==> config.mk <==
export PLATFORM = sky130hd
export DESIGN_NAME = external_bus_hold_grant
export DESIGN_NICKNAME = d
export VERILOG_FILES = /design/src/include/bus_hold_pkg.sv /design/src/rtl/external_bus_hold_grant.sv
export SDC_FILE = /design/constraint.sdc
export NUM_CORES = 1
export LEC_CHECK = 0
export ABC_AREA = 1
export BUFFER_PORTS_ARGS = -buffer_cell sky130_fd_sc_hd__buf_2
export CORE_MARGIN = 1
export CORE_UTILIZATION = 43
export CTS_CLUSTER_DIAMETER = 30
export DETAILED_ROUTE_END_ITERATION = 6
export PLACE_DENSITY = 0.77
export SLEW_MARGIN = 10
export SYNTH_ARGS = -nofsm -noshare
export SYNTH_HDL_FRONTEND = slang
export SYNTH_SLANG_ARGS = --single-unit
==> constraint.sdc <==
create_clock -name CLK_IN -period 0.8 [get_ports CLK_IN]
set_input_delay 0.08 -clock CLK_IN [delete_from_list [all_inputs] [get_ports CLK_IN]]
set_output_delay 0.08 -clock CLK_IN [all_outputs]
set_load 0.05 [all_outputs]
==> src/include/bus_hold_pkg.sv <==
// Summary of operation
// - Idle bus: next cycle after request, float address, data and all strobes.
// - In that same cycle the low grant output is asserted.
// - Halt when granted, or with run-on mode halt only at an external access.
// - A request during an external access waits until the cycle after it ends.
// - Grant may fall between two external accesses of one instruction.
// - Request released: drop grant, drive bus again, resume where stopped.
// - Requests are honoured even in boot and during core reset.
// - Grant-hang goes low while ready and needing an external access but the bus is granted away.
// - On release drop grant and grant-hang, then do the pending external access.
// - Emulator takeover swaps in emulator reset, request and grant pins.
// - During emulator takeover the normal grant pin is three-stated.
// - Under emulation ignore target reset and request when stepping or halted.
package bus_hold_pkg;

  localparam logic [1:0] SYNC_RESET_VALUE = 2'h3;
  localparam logic REQ_IDLE = 1'h1;
  localparam logic GRANT_IDLE = 1'h1;

  // Gray order along idle -> waiting -> granted
  typedef enum logic [1:0] {
    ARB_IDLE = 2'h0,
    ARB_WAIT = 2'h1,
    ARB_GRANTED = 2'h3
  } arb_state_type;

  typedef struct packed {
    logic grant_n;
    logic grant_oe;
    logic emu_grant_n;
    logic grant_hang_n;
    logic bus_oe;
    logic halt;
  } hold_out_type;

endpackage

==> src/rtl/external_bus_hold_grant.sv <==
`timescale 1ns/1ps
`default_nettype none
module external_bus_hold_grant
  import bus_hold_pkg::*;
(
  // Clock and reset
  input wire logic CLK_IN,
  input wire logic RST_B_IN,
  // Normal request and reset pins
  input wire logic HOLD_REQUEST_N_IN,
  input wire logic TARGET_RESET_N_IN,
  // Emulator pins
  input wire logic EMULATOR_TAKEOVER_IN,
  input wire logic EMU_HOLD_REQUEST_N_IN,
  input wire logic EMU_RESET_N_IN,
  input wire logic EMU_IGNORE_TARGET_IN,
  // Core status
  input wire logic EXT_ACCESS_BUSY_IN,
  input wire logic EXT_ACCESS_NEEDED_IN,
  input wire logic CORE_READY_IN,
  input wire logic RUN_ON_MODE_IN,
  // Grant outputs
  output logic HOLD_GRANT_N_OUT,
  output logic HOLD_GRANT_OE_OUT,
  output logic EMU_HOLD_GRANT_N_OUT,
  output logic GRANT_HANG_N_OUT,
  // Bus and core control
  output logic BUS_DRIVE_OE_OUT,
  output logic CORE_HALT_OUT,
  output logic CORE_RESET_N_OUT
);

  // ----------------------------------------
  // Reset and input synchronisers
  // ----------------------------------------
  logic [1:0] rst_sync_q;
  logic rst_n;
  logic [1:0] req_sync_q;
  logic [1:0] ereq_sync_q;
  logic [1:0] emu_sync_q;
  logic [1:0] ign_sync_q;
  logic [1:0] trst_sync_q;
  logic [1:0] erst_sync_q;

  always_ff @(posedge CLK_IN or negedge RST_B_IN) begin
    if (!RST_B_IN) begin
      rst_sync_q <= 2'h0;
    end else begin
      rst_sync_q <= {rst_sync_q[0], 1'h1};
    end
  end
  assign rst_n = rst_sync_q[1];

  // Only bit 1 of each pair is read by the logic
  always_ff @(posedge CLK_IN or negedge rst_n) begin
    if (!rst_n) begin
      req_sync_q <= SYNC_RESET_VALUE;
      ereq_sync_q <= SYNC_RESET_VALUE;
      emu_sync_q <= 2'h0;
      ign_sync_q <= 2'h0;
      trst_sync_q <= SYNC_RESET_VALUE;
      erst_sync_q <= SYNC_RESET_VALUE;
    end else begin
      req_sync_q <= {req_sync_q[0], HOLD_REQUEST_N_IN};
      ereq_sync_q <= {ereq_sync_q[0], EMU_HOLD_REQUEST_N_IN};
      emu_sync_q <= {emu_sync_q[0], EMULATOR_TAKEOVER_IN};
      ign_sync_q <= {ign_sync_q[0], EMU_IGNORE_TARGET_IN};
      trst_sync_q <= {trst_sync_q[0], TARGET_RESET_N_IN};
      erst_sync_q <= {erst_sync_q[0], EMU_RESET_N_IN};
    end
  end

  // ----------------------------------------
  // Source selection
  // ----------------------------------------
  logic emu;
  logic req_active;
  logic core_rst_n;

  assign emu = emu_sync_q[1];
  // Target request and reset are masked while the emulator steps or halts
  assign req_active = emu ? (!ereq_sync_q[1] || (!ign_sync_q[1] && !req_sync_q[1]))
                          : !req_sync_q[1];
  assign core_rst_n = emu ? (erst_sync_q[1] && (ign_sync_q[1] || trst_sync_q[1]))
                          : trst_sync_q[1];

  // ----------------------------------------
  // Arbitration
  // ----------------------------------------
  // The arbiter does not depend on core reset, so requests work during it
  arb_state_type state_q;
  arb_state_type state_d;

  always_comb begin
    state_d = state_q;
    case (state_q)
      ARB_IDLE: begin
        if (req_active && EXT_ACCESS_BUSY_IN) begin
          state_d = ARB_WAIT;
        end else if (req_active) begin
          state_d = ARB_GRANTED;
        end
      end
      ARB_WAIT: begin
        if (!req_active) begin
          state_d = ARB_IDLE;
        end else if (!EXT_ACCESS_BUSY_IN) begin
          state_d = ARB_GRANTED;
        end
      end
      ARB_GRANTED: begin
        if (!req_active) begin
          state_d = ARB_IDLE;
        end
      end
      default: begin
        state_d = ARB_IDLE;
      end
    endcase
  end

  always_ff @(posedge CLK_IN or negedge rst_n) begin
    if (!rst_n) begin
      state_q <= ARB_IDLE;
    end else begin
      state_q <= state_d;
    end
  end

  // ----------------------------------------
  // Registered outputs
  // ----------------------------------------
  hold_out_type out_q;
  hold_out_type out_d;
  logic granted_d;
  logic core_rst_q;

  always_comb begin
    granted_d = (state_d == ARB_GRANTED);
    out_d.grant_n = emu ? GRANT_IDLE : !granted_d;
    out_d.grant_oe = !emu;
    out_d.emu_grant_n = emu ? !granted_d : GRANT_IDLE;
    out_d.bus_oe = !granted_d;
    // Run-on mode halts only once an external access is wanted
    out_d.halt = granted_d && (!RUN_ON_MODE_IN || EXT_ACCESS_NEEDED_IN);
    out_d.grant_hang_n = !(granted_d && CORE_READY_IN && EXT_ACCESS_NEEDED_IN);
  end

  always_ff @(posedge CLK_IN or negedge rst_n) begin
    if (!rst_n) begin
      out_q <= '{grant_n: GRANT_IDLE, grant_oe: 1'h1, emu_grant_n: GRANT_IDLE,
                 grant_hang_n: 1'h1, bus_oe: 1'h1, halt: 1'h0};
      core_rst_q <= 1'h0;
    end else begin
      out_q <= out_d;
      core_rst_q <= core_rst_n;
    end
  end

  assign HOLD_GRANT_N_OUT = out_q.grant_n;
  assign HOLD_GRANT_OE_OUT = out_q.grant_oe;
  assign EMU_HOLD_GRANT_N_OUT = out_q.emu_grant_n;
  assign GRANT_HANG_N_OUT = out_q.grant_hang_n;
  assign BUS_DRIVE_OE_OUT = out_q.bus_oe;
  assign CORE_HALT_OUT = out_q.halt;
  assign CORE_RESET_N_OUT = core_rst_q;

  // ----------------------------------------
  // Checks
  // ----------------------------------------
  a_sync_latency: assert property (@(posedge CLK_IN) disable iff (!rst_n)
    (!emu && $fell(req_sync_q[1]) && state_q == ARB_IDLE && !EXT_ACCESS_BUSY_IN)
    |=> !HOLD_GRANT_N_OUT) else $error("grant late after request");
  a_float_grant: assert property (@(posedge CLK_IN) disable iff (!rst_n)
    (BUS_DRIVE_OE_OUT == (state_q != ARB_GRANTED)))
    else $error("bus drive not tied to grant");
  a_grant_pair: assert property (@(posedge CLK_IN) disable iff (!rst_n)
    (!emu && $past(!emu)) |-> (HOLD_GRANT_N_OUT == BUS_DRIVE_OE_OUT))
    else $error("grant and float differ");
  a_busy_defer: assert property (@(posedge CLK_IN) disable iff (!rst_n)
    (state_q == ARB_IDLE && req_active && EXT_ACCESS_BUSY_IN) |=> BUS_DRIVE_OE_OUT)
    else $error("bus taken during access");
  a_release_fast: assert property (@(posedge CLK_IN) disable iff (!rst_n)
    (state_q == ARB_GRANTED && !req_active) |=> (BUS_DRIVE_OE_OUT && GRANT_HANG_N_OUT))
    else $error("release late");
  a_halt_mode: assert property (@(posedge CLK_IN) disable iff (!rst_n)
    (state_d == ARB_GRANTED && !RUN_ON_MODE_IN) |=> CORE_HALT_OUT)
    else $error("no halt when granted");
  a_hang_cause: assert property (@(posedge CLK_IN) disable iff (!rst_n)
    !GRANT_HANG_N_OUT |-> !BUS_DRIVE_OE_OUT)
    else $error("hang without grant");
  a_emu_float: assert property (@(posedge CLK_IN) disable iff (!rst_n)
    ##1 $past(emu) |-> !HOLD_GRANT_OE_OUT)
    else $error("grant driven in emulation");
  c_grant: cover property (@(posedge CLK_IN) disable iff (!rst_n) !HOLD_GRANT_N_OUT);
  c_wait: cover property (@(posedge CLK_IN) disable iff (!rst_n)
    state_q == ARB_WAIT ##1 state_q == ARB_GRANTED);
  c_emu_grant: cover property (@(posedge CLK_IN) disable iff (!rst_n)
    !EMU_HOLD_GRANT_N_OUT);
  c_run_on: cover property (@(posedge CLK_IN) disable iff (!rst_n)
    !HOLD_GRANT_N_OUT && RUN_ON_MODE_IN && !CORE_HALT_OUT);
  c_reset_grant: cover property (@(posedge CLK_IN) disable iff (!rst_n)
    !HOLD_GRANT_N_OUT && !CORE_RESET_N_OUT);

  // ----------------------------------------
  // Arbitration timing checks
  // ----------------------------------------
  // Idle bus is floated on the very next edge
  a_idle_grant: assert property (@(posedge CLK_IN) disable iff (!rst_n)
    (state_q == ARB_IDLE && req_active && !EXT_ACCESS_BUSY_IN) |=> !BUS_DRIVE_OE_OUT)
    else $error("idle bus not floated");

  // Normal grant pin follows the arbiter outside emulation
  a_normal_grant: assert property (@(posedge CLK_IN) disable iff (!rst_n)
    (!emu && state_d == ARB_GRANTED) |=> !HOLD_GRANT_N_OUT)
    else $error("normal grant missing");

  // A busy access keeps the bus driven
  a_busy_hold: assert property (@(posedge CLK_IN) disable iff (!rst_n)
    (state_q == ARB_WAIT && req_active && EXT_ACCESS_BUSY_IN) |=> BUS_DRIVE_OE_OUT)
    else $error("bus taken while busy");

  // Waiting state never floats the bus
  a_wait_float: assert property (@(posedge CLK_IN) disable iff (!rst_n)
    (state_q == ARB_WAIT) |-> BUS_DRIVE_OE_OUT)
    else $error("bus floated while waiting");

  // Grant follows the cycle after the access ends
  a_wait_grant: assert property (@(posedge CLK_IN) disable iff (!rst_n)
    (state_q == ARB_WAIT && req_active && !EXT_ACCESS_BUSY_IN) |=> !BUS_DRIVE_OE_OUT)
    else $error("grant late after access");

  // Grant stands while the request stands
  a_grant_stand: assert property (@(posedge CLK_IN) disable iff (!rst_n)
    (state_q == ARB_GRANTED && req_active) |=> !BUS_DRIVE_OE_OUT)
    else $error("grant dropped early");

  // Core runs again once the bus is back
  a_halt_free: assert property (@(posedge CLK_IN) disable iff (!rst_n)
    (state_d != ARB_GRANTED) |=> !CORE_HALT_OUT)
    else $error("halt without grant");

  // Core reset must not block the hand-over
  a_reset_arb: assert property (@(posedge CLK_IN) disable iff (!rst_n)
    (!core_rst_n && state_q == ARB_IDLE && req_active && !EXT_ACCESS_BUSY_IN)
    |=> !BUS_DRIVE_OE_OUT) else $error("no grant in core reset");

  // ----------------------------------------
  // Emulator routing checks
  // ----------------------------------------
  // Grant moves to the emulator pin
  a_emu_grant: assert property (@(posedge CLK_IN) disable iff (!rst_n)
    (emu && state_d == ARB_GRANTED) |=> (!EMU_HOLD_GRANT_N_OUT && HOLD_GRANT_N_OUT))
    else $error("emulator grant missing");

  // Emulator grant stays idle outside emulation
  a_emu_idle: assert property (@(posedge CLK_IN) disable iff (!rst_n)
    !emu |=> EMU_HOLD_GRANT_N_OUT)
    else $error("emulator grant outside emulation");

  // Normal grant pin is driven outside emulation
  a_grant_oe: assert property (@(posedge CLK_IN) disable iff (!rst_n)
    !emu |=> HOLD_GRANT_OE_OUT)
    else $error("grant pin floated");

  // Floated grant pin also carries its idle level
  a_normal_idle: assert property (@(posedge CLK_IN) disable iff (!rst_n)
    emu |=> HOLD_GRANT_N_OUT)
    else $error("normal grant in emulation");

  // Core reset comes from the target pin outside emulation
  a_reset_route: assert property (@(posedge CLK_IN) disable iff (!rst_n)
    !emu |=> (CORE_RESET_N_OUT == $past(trst_sync_q[1])))
    else $error("core reset source wrong");

  // Target reset is masked while the emulator steps or halts
  a_reset_ignore: assert property (@(posedge CLK_IN) disable iff (!rst_n)
    (emu && ign_sync_q[1] && erst_sync_q[1]) |=> CORE_RESET_N_OUT)
    else $error("target reset not ignored");

  // Target request is masked the same way
  a_req_ignore: assert property (@(posedge CLK_IN) disable iff (!rst_n)
    (emu && ign_sync_q[1] && ereq_sync_q[1]) |-> !req_active)
    else $error("target request not ignored");

  // ----------------------------------------
  // Core status checks
  // ----------------------------------------
  // Run-on mode keeps going until an external access is wanted
  a_run_on: assert property (@(posedge CLK_IN) disable iff (!rst_n)
    (RUN_ON_MODE_IN && !EXT_ACCESS_NEEDED_IN) |=> !CORE_HALT_OUT)
    else $error("run-on halted early");

  // Stall on a granted bus is flagged
  a_hang_set: assert property (@(posedge CLK_IN) disable iff (!rst_n)
    (state_d == ARB_GRANTED && CORE_READY_IN && EXT_ACCESS_NEEDED_IN)
    |=> !GRANT_HANG_N_OUT) else $error("hang not flagged");

  // Release clears grant and hang together
  a_hang_release: assert property (@(posedge CLK_IN) disable iff (!rst_n)
    (state_d != ARB_GRANTED)
    |=> (GRANT_HANG_N_OUT && HOLD_GRANT_N_OUT && EMU_HOLD_GRANT_N_OUT))
    else $error("release incomplete");

endmodule
`default_nettype wire

==> results.yml <==
timing:
  setup_viol: 15
  maxSlewViolCount: 0
  setup_slack_ns: -0.2637
  period_needed_ns: 1.064
  clock.fmax_mhz: 940.1
  fin_skew_ns: 0.001960
  hold_viol: 0
  fin_hold_ws_ns: 0.03851
  rsz0062_at_grt: "true"
  timing.final.crit_share_pct: 133.0
grt:
  grt_max_degree: 16
  grt_usage_pct: 12.24
  grt_pass1_vias: 429
  antenna_found_initial: 0
  grt_pass1_wl_um: 1614
  gr-total-overflow: 0
place:
  place_hpwl_um: 737.9
  globalplace.congestion: 0.6331
  pre_cts_ws_ns: -0.1813
  numPortBuffers: 18
  post-place-cells: 84
clock_network:
  cts_max_level: 1
  tritoncts: "done"
  insertion_delay_ns: 0.29
  clk_pin_slew_worst_paths_ns: 0.11
  cts_root_buffer: "clkbuf_4"
  numCtsBuffers: 3
  cts.path.max_buffers: 2
  clock-sinks: 23
detailed_routing:
  avgRoutedWirePerCell_um: 10.61
  wl_met3_um: 39
  drt_wl_total_um: 1019
  drtIter0Drc: 3
  wirelength_met1_um: 359
  postRouteAntennaNets: 0
  drtPass1Iterations: 2
  via_count: 423
  via_per_inst: 4.406
  drc: 0
  route.met2.wl_um: 620
  top_layer: "met3"
final_layout:
  syn_to_final_growth_pct: 42.66
  final_nets: 93
  antennaDiodeCount: 0
  fin_cells: 96
  drive_gt1_share_pct: 62.50
worst_hold_path:
  hold_path_class: "in2reg"
floorplan:
  dieArea_um2: 1853
  die_h_um: 43.05
  core_area_um2: 1541
  rows: 14
  start_util_pct: 47.00
  die_w_um: 43.05
  io_pins: 19
run:
  drv_cap: 0
worst_setup_path:
  critPathTopFamily: "flip-flops"
  arrival_ns: 0.98
  crit_buf_inv: 1
  start_kind: "flip-flop"
  cp_slowest_cell: "dfstp_2"
  cpPeakStageDelay_ns: 0.55
  crit_type: "reg2out"
  critPathCaptureType: "output pin"
  required_ns: 0.72
  cp_cell_sequence: "buf_8"
  path_max_fanout: 1
synth:
  yosysWarnings: 0
  synth.ff_latch_count: 23
  synth_top_area_cell: "dfstp_2"
  avgSynthCellArea_um2: 15.09
  syn_inst: 48
  yosysTopAreaCellShare_pct: 47.15
  synth_nets: 60
  ys_types: 13
  synth_area_um2: 724.4
  ys_seq_area_share_pct: 81.69
  synth_area_leaders: "dfstp_2 (47%), dfrtp_1 (35%), inv_1 (4.7%)"
pwr:
  vdd_drop_max_mv: 1.322
  power_leakage_nw: 0.5022
  power_density_nw_per_um2: 2092
run_status:
  status: "finished, violations left"
  failed_checks: "setup timing"
## per-layer routing
layer / global-route usage (%) / up-vias
met2: 22.42 / 11
met1: 12.54 / 205
met4: 5.455 / 0
li1: - / 207
met3: 3.830 / 0
met5: 0 / -
## placed cells by master, fill, tap and decap left out
cell type and count:
inv_2 3, nand2_4 1, buf_8 3, nor2_2 1, or2_4 1, o22ai_2 1, nand2_1 2, clkbuf_1 1
and2_4 1, buf_2 11, nand2_2 3, dlygate4sd3_1 7, nand3_4 1, buf_4 2, nor2_1 1, inv_1 5
inv_4 1, buf_6 5, nand4_1 3, conb_1 1, clkbuf_4 3, dfstp_2 13, dfrtp_1 10
## synth_stat cells
master,number
conb_1,1
nand2_1,5
dfstp_2,13
inv_1,9
o22ai_1,1
nand3_4,1
or2_4,1
nor2_2,1
dfrtp_1,10
nand2_2,1
nor2_1,1
and2_4,1
nand4_1,3
## state kept, by name, summed over array words and instances (netlist names), 2 cells and up
name / cells
state_q: 2
rst_sync_q: 2
trst_sync_q: 2
ereq_sync_q: 2
emu_sync_q: 2
req_sync_q: 2
ign_sync_q: 2
erst_sync_q: 2
## kinds of logic after synthesis
| group | count (synthesis) | synth area share, % |
|---|---|---|
| flops | 23 | 81.69 |
| simple gates | 14 | 12.26 |
| other cells | 1 | 0.5176 |
| compound gates | 1 | 0.8641 |
| buf+inv | 9 | 4.663 |
## area by class of cell
type | instances | area, um2
Clock buffer | 4 | 26.28
Fill cell | 118 | 508.0
Inverter | 9 | 36.28
Multi-Input combinational cell | 16 | 117.6
Sequential cell | 23 | 591.8
Tap cell | 16 | 20.02
Timing Repair Buffer | 28 | 241.5
## where the power goes
part	leakage (nW)	switching (mW)	internal [mW]	total, mW
registers	0.256	0.0311	1.27	1.30
clock network	0.0150	0.308	0.194	0.502
logic	0.231	0.205	0.156	0.361
## timing repair
item,in CTS,in global routing
setup endpoints to repair,15,15
buffers inserted,1,0
hold buffers,7,0
pin swaps,6,3
resized for setup,27,0
hold endpoints to repair,8,0
## path summary, 6_finish.rpt
path / from / endpoint / slack [ns] / cells past startpoint
worst min-delay path: CORE_READY_IN / GRANT_HANG_N_OUT / 0.04 / 4
worst min register to register: rst_sync_q[1] / emu_sync_q[0] / 0.17 / 1
max in group asynchronous: rst_sync_q[1] / erst_sync_q[1] / 0.35 / 1
worst max register to register: ereq_sync_q[1] / state_q[0] / -0.16 / 4
worst max-delay path: HOLD_GRANT_OE_OUT / HOLD_GRANT_OE_OUT / -0.26 / 1
min in group asynchronous: RST_B_IN / rst_sync_q[0] / 0.08 / 2
## metrics by stage
stage,cell area (um2),utilization [%],power (mW),setup TNS [ns]
final,1033,67.05,2.162,-2.261
after global routing,1033,67.05,2.255,-2.794
after CTS,1033,67.05,2.192,-2.361
after detailed placement,849.6,55.11,1.587,-0.9255
after global placement,849.6,55.11,1.573,-0.6102
after floorplan,724.4,-,1.504,-0.3753
No activity file was read; power rests on OpenSTA's default activity.
